[config.mk]
export PLATFORM = sky130hd
export DESIGN_NAME = ldp_ctrl
export DESIGN_NICKNAME = d
export VERILOG_FILES = /design/src/ldp_pkg.sv /design/src/ldp_stagger.sv /design/src/ldp_ctrl.sv
export VERILOG_INCLUDE_DIRS = /design/src
export SDC_FILE = /design/constraint.sdc
export NUM_CORES = 1
export LEC_CHECK = 0
export ABC_AREA = 1
export ABC_CLOCK_PERIOD_IN_PS = 2300
export BUFFER_PORTS_ARGS = -buffer_cell sky130_fd_sc_hd__buf_2
export CELL_PAD_IN_SITES_DETAIL_PLACEMENT = 0
export CELL_PAD_IN_SITES_GLOBAL_PLACEMENT = 1
export CORE_MARGIN = 4
export CORE_UTILIZATION = 35
export DETAILED_ROUTE_END_ITERATION = 10
export PLACE_DENSITY = 0.88
export SYNTH_ARGS = -nofsm -noshare
export SYNTH_HDL_FRONTEND = slang
export SYNTH_SLANG_ARGS = --single-unit
[constraint.sdc]
create_clock -name sys_clk_i -period 2.3 [get_ports sys_clk_i]
set_input_delay 0.46 -clock sys_clk_i [delete_from_list [all_inputs] [get_ports sys_clk_i]]
set_output_delay 0.46 -clock sys_clk_i [all_outputs]
set_load 0.02 [all_outputs]
[src/ldp_map.svh]
// Constants for the LED diagnostic and protection controller.
// Assumes inclusion by the package and the design files.
`ifndef LDP_MAP_SVH
`define LDP_MAP_SVH
`define LDP_CHANNELS 16
`define LDP_GS_WIDTH 16
`define LDP_GROUPS 4
`define LDP_GROUP_DELAY 4
`define LDP_LAT_CODE0 16'h0002
`define LDP_LAT_CODE1 16'h0021
`define LDP_LAT_CODE2 16'h0041
`define LDP_LAT_CODE3 16'h0081
`define LDP_PS_OFF 2'h0
`define LDP_PS_EXIT 2'h1
`define LDP_PS_DEEP 2'h2
`define LDP_PS_ALT 2'h3
`endif

[src/ldp_pkg.sv]
// Types for the LED diagnostic and protection controller.
// Assumes ldp_map.svh is on the include path.
package ldp_pkg;
`include "ldp_map.svh"
   typedef struct packed {
      logic ref_short;
      logic warn_temp;
      logic shut_temp;
   } ldp_sense_t;
   typedef struct packed {
      logic thermal_error_flag;
      logic thermal_warning_flag;
      logic ref_short_flag;
   } ldp_status_t;
   typedef enum logic [1:0] {
      LDP_RUN,
      LDP_SAVE,
      LDP_WAKE
   } ldp_ps_state_t;
endpackage

[src/ldp_stagger.sv]
// Group stagger for the sink outputs: each group's enables pass a delay line.
// Assumes enables come from logic on the same clock.
`timescale 1ns/1ps
module ldp_stagger import ldp_pkg::*; #(
   parameter int CH = 16,
   parameter int STEP = 4
) (
   input wire logic sys_clk_i, // System clock
   input wire logic sys_rst_i, // Synchronous reset
   input wire logic [CH-1:0] en_i, // Undelayed output enables
   output logic [CH-1:0] en_o // Staggered output enables
);
   localparam int DEPTH = 3 * STEP + 1;
   logic [CH-1:0] line_q [DEPTH];

   // Group index of a channel: pairs mirror about 3.5 within each half of eight
   function automatic int grp(input int ch);
      int m;
      m = ch % 8;
      grp = (m < 4) ? m : 7 - m;
   endfunction

   always_ff @(posedge sys_clk_i) begin
      if (sys_rst_i) begin
         for (int k = 0; k < DEPTH; k++) begin
            line_q[k] <= '0;
         end
      end else begin
         line_q[0] <= en_i;
         for (int k = 1; k < DEPTH; k++) begin
            line_q[k] <= line_q[k-1];
         end
      end
   end

   always_comb begin
      for (int c = 0; c < CH; c++) begin
         en_o[c] = line_q[grp(c) * STEP][c];
      end
   end
endmodule

[src/ldp_ctrl.sv]
// Diagnostic and protection control for a 16-channel sink driver.
// Assumes grayscale clock, serial clock and latch strobe arrive as pins sampled by sys_clk_i,
// comparators are asynchronous levels, and control fields are held stable by the host logic.
`timescale 1ns/1ps
module ldp_ctrl import ldp_pkg::*; #(
   parameter int CH = `LDP_CHANNELS,
   parameter int GSW = `LDP_GS_WIDTH,
   parameter int STEP = `LDP_GROUP_DELAY
) (
   input wire logic sys_clk_i, // System clock 100 MHz
   input wire logic sys_rst_i, // Synchronous reset, high
   input wire logic grayscale_clock_i, // Grayscale clock pin
   input wire logic serial_clock_i, // Serial clock pin
   input wire logic latch_strobe_i, // Latch strobe pin
   input wire logic outputs_disable_i, // Blanking pin, high forces off
   input wire logic gs_write_i, // Latch strobe carries a grayscale write
   input wire logic [CH*GSW-1:0] grayscale_level_i, // Grayscale levels, second latch
   input wire logic invisible_detect_enable_i, // Detection enable
   input wire logic [2:0] detect_current_select_i, // Detection current code
   input wire logic [1:0] result_latch_timing_i, // Latch timing code
   input wire logic [1:0] power_save_select_i, // Power save select low bits
   input wire logic leak_detect_enable_i, // Leak detection enable
   input wire ldp_sense_t sense_i, // Temperature and reference comparators
   input wire logic [CH-1:0] open_cmp_i, // Per-output open comparators
   input wire logic [CH-1:0] short_cmp_i, // Per-output short comparators
   input wire logic [CH-1:0] leak_cmp_i, // Per-output leak comparators
   output logic [CH-1:0] sink_output_o, // Staggered PWM output enables
   output logic [CH-1:0] detect_sink_o, // Detection current enables
   output logic [2:0] detect_current_o, // Detection current code
   output logic [CH-1:0] open_fault_flag_o, // Latched open results
   output logic [CH-1:0] short_fault_flag_o, // Latched short results
   output logic [CH-1:0] leak_fault_flag_o, // Latched leak results
   output ldp_status_t status_o, // Status readout flags
   output logic power_save_state_o // Power save active
);
   // Pin synchronisers: first stage only feeds second
   logic [2:0] pin_s1_q, pin_s2_q, pin_s3_q;
   logic [CH-1:0] open_s1_q, open_s2_q, short_s1_q, short_s2_q, leak_s1_q, leak_s2_q;
   ldp_sense_t sense_s1_q, sense_s2_q;
   logic blank_s1_q, blank_s2_q, blank_s3_q;

   always_ff @(posedge sys_clk_i) begin
      if (sys_rst_i) begin
         pin_s1_q <= '0;
         pin_s2_q <= '0;
         pin_s3_q <= '0;
         sense_s1_q <= '0;
         sense_s2_q <= '0;
         open_s1_q <= '0;
         open_s2_q <= '0;
         short_s1_q <= '0;
         short_s2_q <= '0;
         leak_s1_q <= '0;
         leak_s2_q <= '0;
         blank_s1_q <= 1'b1;
         blank_s2_q <= 1'b1;
         blank_s3_q <= 1'b1;
      end else begin
         pin_s1_q <= {grayscale_clock_i, serial_clock_i, latch_strobe_i};
         pin_s2_q <= pin_s1_q;
         pin_s3_q <= pin_s2_q;
         sense_s1_q <= sense_i;
         sense_s2_q <= sense_s1_q;
         open_s1_q <= open_cmp_i;
         open_s2_q <= open_s1_q;
         short_s1_q <= short_cmp_i;
         short_s2_q <= short_s1_q;
         leak_s1_q <= leak_cmp_i;
         leak_s2_q <= leak_s1_q;
         blank_s1_q <= outputs_disable_i;
         blank_s2_q <= blank_s1_q;
         blank_s3_q <= blank_s2_q;
      end
   end

   logic grayscale_clock_rise, sclk_rise, lat_rise, gs_lat_rise;
   assign grayscale_clock_rise = pin_s2_q[2] & ~pin_s3_q[2];
   assign sclk_rise = pin_s2_q[1] & ~pin_s3_q[1];
   assign lat_rise = pin_s2_q[0] & ~pin_s3_q[0];
   assign gs_lat_rise = lat_rise & gs_write_i;

   function automatic logic [GSW-1:0] lvl(input logic [CH*GSW-1:0] v, input int ch);
      lvl = v[ch*GSW +: GSW];
   endfunction

   function automatic logic [GSW-1:0] lat_count(input logic [1:0] code);
      case (code)
         2'h0: lat_count = GSW'(`LDP_LAT_CODE0);
         2'h1: lat_count = GSW'(`LDP_LAT_CODE1);
         2'h2: lat_count = GSW'(`LDP_LAT_CODE2);
         default: lat_count = GSW'(`LDP_LAT_CODE3);
      endcase
   endfunction

   // Grayscale counter; a period starts on the clock after wrap or latch
   logic [GSW-1:0] gs_cnt_q;
   logic period_start;
   assign period_start = grayscale_clock_rise && (gs_cnt_q == '0);

   always_ff @(posedge sys_clk_i) begin
      if (sys_rst_i || blank_s2_q || gs_lat_rise) begin
         gs_cnt_q <= '0;
      end else if (grayscale_clock_rise) begin
         gs_cnt_q <= gs_cnt_q + GSW'(1);
      end
   end

   // Power save
   ldp_ps_state_t ps_q;
   logic gs_all_zero, ps_enabled;
   assign gs_all_zero = (grayscale_level_i == '0);
   assign ps_enabled = (power_save_select_i != `LDP_PS_OFF);

   always_ff @(posedge sys_clk_i) begin
      if (sys_rst_i) begin
         ps_q <= LDP_RUN;
      end else begin
         case (ps_q)
            LDP_RUN: begin
               if (ps_enabled && power_save_select_i != `LDP_PS_ALT && gs_lat_rise && gs_all_zero) begin
                  ps_q <= LDP_SAVE;
               end
            end
            LDP_SAVE: begin
               if (sclk_rise && power_save_select_i == `LDP_PS_EXIT) begin
                  ps_q <= LDP_WAKE;
               end
            end
            LDP_WAKE: begin
               if (period_start) begin
                  ps_q <= LDP_RUN;
               end
            end
            default: ps_q <= LDP_RUN;
         endcase
      end
   end

   // Status flags
   logic warn_q, terr_q, ref_q, restart_wait_q;

   always_ff @(posedge sys_clk_i) begin
      if (sys_rst_i) begin
         warn_q <= 1'b0;
      end else if (sense_s2_q.warn_temp) begin
         warn_q <= 1'b1;
      end else if (gs_lat_rise) begin
         warn_q <= 1'b0;
      end
   end

   // error flag, set wins over clear
   always_ff @(posedge sys_clk_i) begin
      if (sys_rst_i) begin
         terr_q <= 1'b0;
      end else if (sense_s2_q.shut_temp) begin
         terr_q <= 1'b1;
      end else if (gs_lat_rise) begin
         terr_q <= 1'b0;
      end
   end

   always_ff @(posedge sys_clk_i) begin
      if (sys_rst_i) begin
         ref_q <= 1'b0;
      end else begin
         ref_q <= sense_s2_q.ref_short;
      end
   end

   // hold off until next period after thermal error, shutdown temperature or reference short
   always_ff @(posedge sys_clk_i) begin
      if (sys_rst_i) begin
         restart_wait_q <= 1'b0;
      end else if (terr_q || sense_s2_q.shut_temp || ref_q) begin
         restart_wait_q <= 1'b1;
      end else if (period_start && !blank_s2_q) begin
         restart_wait_q <= 1'b0;
      end
   end

   logic force_off;
   assign force_off = ref_q || terr_q || sense_s2_q.shut_temp || blank_s2_q ||
                      (restart_wait_q && !period_start) || (ps_q != LDP_RUN);

   // PWM compare: counter value 1 is the first clock of the period
   logic [CH-1:0] pwm_en, pwm_q;
   always_comb begin
      for (int c = 0; c < CH; c++) begin
         pwm_en[c] = !force_off && (gs_cnt_q != '0) && (gs_cnt_q <= lvl(grayscale_level_i, c));
      end
   end

   always_ff @(posedge sys_clk_i) begin
      if (sys_rst_i) begin
         pwm_q <= '0;
      end else begin
         pwm_q <= pwm_en;
      end
   end

   ldp_stagger #(
      .CH(CH),
      .STEP(STEP)
   ) u_stagger (
      .sys_clk_i(sys_clk_i),
      .sys_rst_i(sys_rst_i),
      .en_i(pwm_q),
      .en_o(sink_output_o)
   );

   // Detection window
   logic det_q, det_on;
   assign det_on = invisible_detect_enable_i && (ps_q == LDP_RUN) && !force_off;
   logic det_end;
   assign det_end = grayscale_clock_rise && (gs_cnt_q + GSW'(1) == lat_count(result_latch_timing_i));

   always_ff @(posedge sys_clk_i) begin
      if (sys_rst_i) begin
         det_q <= 1'b0;
      end else if (!det_on || det_end) begin
         det_q <= 1'b0;
      end else if (period_start) begin
         det_q <= 1'b1;
      end
   end

   always_ff @(posedge sys_clk_i) begin
      if (sys_rst_i) begin
         detect_sink_o <= '0;
         detect_current_o <= '0;
      end else begin
         detect_sink_o <= {CH{det_q}};
         detect_current_o <= detect_current_select_i;
      end
   end

   // Result latches
   logic lat_event;
   assign lat_event = grayscale_clock_rise && (gs_cnt_q + GSW'(1) == lat_count(result_latch_timing_i));

   always_ff @(posedge sys_clk_i) begin
      if (sys_rst_i) begin
         open_fault_flag_o <= '0;
         short_fault_flag_o <= '0;
      end else if (lat_event && ps_q == LDP_RUN) begin
         if (det_q) begin
            open_fault_flag_o <= open_s2_q;
            short_fault_flag_o <= short_s2_q;
         end else begin
            open_fault_flag_o <= open_s2_q & pwm_q;
            short_fault_flag_o <= short_s2_q & pwm_q;
         end
      end
   end

   // Leak results latch at period end, on blanking or on a grayscale write; valid only for zero-level outputs
   logic [CH-1:0] gs_zero;
   always_comb begin
      for (int c = 0; c < CH; c++) begin
         gs_zero[c] = (lvl(grayscale_level_i, c) == '0);
      end
   end

   always_ff @(posedge sys_clk_i) begin
      if (sys_rst_i) begin
         leak_fault_flag_o <= '0;
      end else if ((grayscale_clock_rise && gs_cnt_q == '1) || (blank_s2_q && !blank_s3_q) || gs_lat_rise) begin
         if (invisible_detect_enable_i || !leak_detect_enable_i) begin
            leak_fault_flag_o <= '0;
         end else begin
            leak_fault_flag_o <= leak_s2_q & gs_zero;
         end
      end
   end

   assign status_o = '{thermal_error_flag: terr_q, thermal_warning_flag: warn_q, ref_short_flag: ref_q};
   assign power_save_state_o = (ps_q != LDP_RUN);
endmodule

* Word-level counts from Yosys, hierarchy flattened *
Memory sizes are Yosys's and may differ from the RTL's.
Index checks and enable logic that the tools add are counted.

storage, ports and cells
  register bits = 205
  memory bits (writable) = 208
  word-level logic and storage cells = 189
  memories = 1

memory list
  memory            words  bits a word  read ports  clocked after memory_dff  write ports  line               source
  u_stagger.line_q  13     16           13          0                         13           ldp_stagger.sv:14  logic [CH-1:0] line_q [DEPTH];

operators by class
  add/sub/neg operators = 1
  order comparisons = 16
  equal/unequal tests = 11
  multiplexer cells = 29
  bitwise gates (word level) = 23
  reductions and logical operators = 77

operators by type and width
  operator                 number
  $logic_not A16 Y1        17
  $le A16 B16 Y1           16
  $logic_not A256 Y1       1
  $mux W16                 16
  $and A16 B16 Y16         3
  $logic_and A1 B1 Y1      30
  $pmux W8 S3              1
  $add A16 B1 Y16 const B  1
  $eq A16 B16 Y1           1
  $eq A16 B16 Y1 const B   1
  $reduce_bool A16 Y1      1
  $logic_or A1 B1 Y1       13
  $or A1 B1 Y1             13
  $reduce_bool A2 Y1       5
  $mux W1                  8
  $ne A2 B2 Y1 const B     4
  $eq A2 B1 Y1 const B     3
  $logic_not A1 Y1         6
  $mux W2                  3
  $pmux W2 S3              1
  $and A1 B1 Y1            4
  $eq A2 B2 Y1 const B     2
  $logic_not A2 Y1         2
  $not A1 Y1               3
  2 further kinds          2

* Depth between registers and ports, before layout *
  depth in word-level cells = 12
  mapped depth = 15
  gate-level depth less buffers = 14

* By module *
From an unflattened synthesis, not the netlist that was laid out.

second synthesis, totals
  cell total of the unflattened synthesis = 2441
  area, all modules = 17930.9 um^2

modules (own cells, without submodules)
  module       instances  cells each  area each (um^2)  seq. area each (um^2)
  ldp_ctrl     1          2081        14645.3           4103.9
  ldp_stagger  1          360         3285.7            2242.2

* Least setup slack after synthesis *
Ideal clock, no wire load.

  path type = register to register
  start point = register gs_cnt_q[1]
  end point = register open_fault_flag_o[11]
  arrival = 2.274 ns
  data required time = 2.187 ns
  setup slack = -0.087 ns
  cell stages (with the launch flop) = 14
  path buffers = 1
  clock period less this slack = 2.387 ns
  path through = dfxtp_1 -> ha_1 -> nand3_1 -> nor2_1 -> nand2_1 -> nand2_1 -> nor2_1 -> nor2_2 -> nand3_2 -> nor2_4 -> nand2_4 -> buf_6 -> nor2_1 -> nor2_1

on the way
  word-level cells in the longest chain between the ends = 4

RTL lines
  element                 line             source
  from (decl)             ldp_ctrl.sv:96   logic [GSW-1:0] gs_cnt_q;
  from (signal assigned)  ldp_ctrl.sv:104  gs_cnt_q <= gs_cnt_q + GSW'(1);
  $add A16 B1 Y16         ldp_ctrl.sv:240  assign lat_event = grayscale_clock_rise && (gs_cnt_q + GSW'(1) == lat_count(result_latch_timing_i));
  $eq A16 B16 Y1          ldp_ctrl.sv:240
  $logic_and A1 B1 Y1     ldp_ctrl.sv:240
  $logic_and A1 B1 Y1     ldp_ctrl.sv:246  end else if (lat_event && ps_q == LDP_RUN) begin
  to (signal assigned)    ldp_ctrl.sv:248  open_fault_flag_o <= open_s2_q;
  to (signal assigned)    ldp_ctrl.sv:251  open_fault_flag_o <= open_s2_q & pwm_q;
  to (decl)               ldp_ctrl.sv:30   output logic [CH-1:0] open_fault_flag_o,

No other way between the ends.
A chain may end at the register's enable or synchronous reset.

* Worst setup path in the final report *
  start point = register gs_cnt_q[0]
  end point = register open_fault_flag_o[5]

Same word-level chain as after synthesis.

==> metrics.txt <==
Vert. Die Dim 234 um; Top Family by Delay on Critical Path simple AND/OR/NAND/NOR gates; CP Class reg -> reg; CTS tree yes; Critical Path Source Type flip-flop; total core area 0.0504 mm2; Fin. Hold Viols 0; Overflow after GRT 0; final period utilization 0.958; final hold slack 0.137 ns; Worst path slowest cell dfxtp_4; synth top area cells dfxtp_1, ha_1, inv_1; origin of the critical flop-to-flop path gs_cnt_q[0]; Worst EP arrival 2.61 ns; internal power 9.52 mW; Critical Path RT 2.71 ns; Routed WL 58,400 um; dpl ws -0.0146 ns; deepest level of the CTS H-tree 2; status finished, final reports clean; switching share of power 0.245; global placer's final weighted congestion 0.949; Worst-Margin Slew 0.580 ns; # clock sinks 317; crit path cell chain inv_2, buf_4, nor2_4, nand2_4, o21ai_2, nand2_1, nor2_1, nand3_2, nor2_4, buf_12, buf_12, nand3_1, nand2_1, nor2_1; top_reg_cell synth dfxtp_1; Post-Syn Nets 3,025; switching pwr 3.08 mW; Worst R2R Setup Slack 0.1 ns; YS warnings 0; asr flop ratio synth 0; clock buffer depth 3; initial antenna violation count 9; Final ANT Viol Nets 0; worst-skew pair later-pin latency 0.52 ns; biggest cell delay along the critical path 0.39 ns; largest net degree at the start of global routing 89; vias per inst 4.63; Post-synth EDFFs 0; sequential share of power 0.451; relative slew slack 0.613; Slew Limit Fails 0; IO Count 410; Synth Area per Inst 7.35 um2; Total GRT Usage 0.206; Hold-fix buffers, CTS 0; top cells by count, synth inv_1, nor2_1, dfxtp_1; Combinational Power Share 0.103; reg2reg end open_fault_flag_o[5]; Final min period 2.20 ns; pwr dens 567 mW/mm2; post-synthesis cell type count 41; Starting Density 0.356; Buffers on Ports 409; Fmax 454 MHz; first-pass GRT wire length 87,400 um; share of layout cells above drive strength 1 0.202; Synth area leader dfxtp_1; final net count 3,450; LEAKAGE 11.8 nW; Final WS setup 0.0958 ns; Filler Cells Inserted 5,251; area taken by multi-input logic gates 0.00908 mm2; Setup-failing EPs final 0; Routed WL per cell 16.4 um; Peak VDD IR 0.551 mV; DRC viols 0; Post-Place Cells 3,498; sequential cell area 0.00636 mm2; hold_sp detect_current_select_i[0]; Mapped Area 0.0179 mm2; placed cell area 0.0209 mm2; sequential-to-total area share from yosys stat 0.354; CP Buf/Inv Count 4; post-synth top area share 0.354; via count 16,500; CP endpoint kind flip-flop; cells after synthesis 2,443; Hold Path Sink detect_current_o[0]; setup_tns 0 ns; Die ar. 0.0550 mm2; worst hold path type in -> reg; Finished Layout Cells 3,567; FP Rows 82; Yosys reg bits 317; TritonCTS Buffers 36; clock power share 0.447; Initial DRC Count 1,045; synthesis-to-layout area growth 23.8%; Worst Path Max Fanout 12; post-detail-place hpwl 45,600 um; most common cell in the netlist inv_1; hold path cells 3; finished layout cell area 0.0222 mm2; DR pass1 iterations 5; vias in the first global route 16,000; R2R cell count 14; worst clock skew 0.0128 ns; CTS Root Cell clkbuf_16; clock-pin slew on the worst setup and hold paths 0.06 ns; die width 234 um; MaxCap Viol Count 0
power groups by stage:
stage	sequential [mW]	clock, mW	combinational [mW]
6_report	5.68	5.63	1.30
2_1_floorplan	5.83	0	0.668
3_3_place_gp	5.80	0	1.27
4_1_cts	5.68	5.80	1.29
3_5_place_dp	5.80	0	1.28
5_1_grt	5.69	6.02	1.48
flip-flops by register name, indices dropped and copies added (netlist names), 16 cells and up:
register,count
short_s2_q,16
leak_s1_q,16
open_s2_q,16
leak_fault_flag_o,16
u_stagger.line_q,112
short_s1_q,16
pwm_q,16
leak_s2_q,16
gs_cnt_q,16
open_fault_flag_o,16
open_s1_q,16
short_fault_flag_o,16
worst max path at each step:
| stage | start | endpoint | depth (start not counted) |
|---|---|---|---|
| 6_report | gs_cnt_q[0] | open_fault_flag_o[5] | 14 |
| 5_1_grt | gs_cnt_q[0] | open_fault_flag_o[3] | 14 |
| 4_1_cts | gs_cnt_q[0] | open_fault_flag_o[10] | 12 |
| 3_5_place_dp | gs_cnt_q[0] | short_fault_flag_o[8] | 12 |
| 3_3_place_gp | gs_cnt_q[0] | open_fault_flag_o[14] | 12 |
| 2_1_floorplan | gs_cnt_q[2] | open_fault_flag_o[11] | 13 |
tightest hold or removal path, stage by stage:
cell    delay, ns
buf_2        0.07
inv_1        0.03
nor2_1       0.06
layout make-up:
type	instances	share of cell area
diodes	3	0.000338
clock buffers	48	0.0462
clock inverters	14	0.00642
inverters	562	0.0950
multi-input cells	1482	0.409
flip-flops and latches	317	0.286
well taps	672	0.0379
repair buffers	469	0.119
routing by layer:
metal  wire length, um  global-route usage  vias up
li1                  -                   -     8590
met1             25900               0.268     7322
met2             26500               0.340      484
met3              3460              0.0333      133
met4              2500              0.0831        4
met5                28                   0        -
kinds of logic (layout without fill, tap and decap cells):
logic type / count (synthesis) / after routing / share of synthesized area
buffers and inverters: 645 / 1093 / 0.144
xor gates and xnor gates: 2 / 2 / 0.000976
and+or+nand+nor: 917 / 918 / 0.224
DFF: 317 / 317 / 0.354
AOI/OAI and AO/OA: 303 / 303 / 0.0973
adders and majority gates: 259 / 259 / 0.181
other: 0 / 3 / 0
stage by stage:
step / util / total power, mW
global route: 0.441 / 13.2
detailed placement: 0.415 / 7.08
CTS: 0.439 / 12.8
finish: 0.441 / 12.6
global placement: 0.415 / 7.07
floorplan: - / 6.50
layout by cell type, fill, tap and decap left out, drive strengths merged, types with 6 or more instances in the layout:
cell,instances
a21oi,176
buf,467
clkbuf,50
clkinv,10
dfxtp,317
ha,259
inv,564
nand2,274
nand3,75
nand3b,7
nand4,104
nor2,404
nor3,36
nor4,12
o211ai,6
o21a,40
o21ai,54
o221a,7
o221ai,13
repair_timing:
item	4_1_cts	5_1_grt
pin swaps	0	4
buffers inserted	0	2
gates cloned	0	2
resized for setup	2	16
endpoints found under the setup margin	20	32
Power figures use the tool's default switching activity.
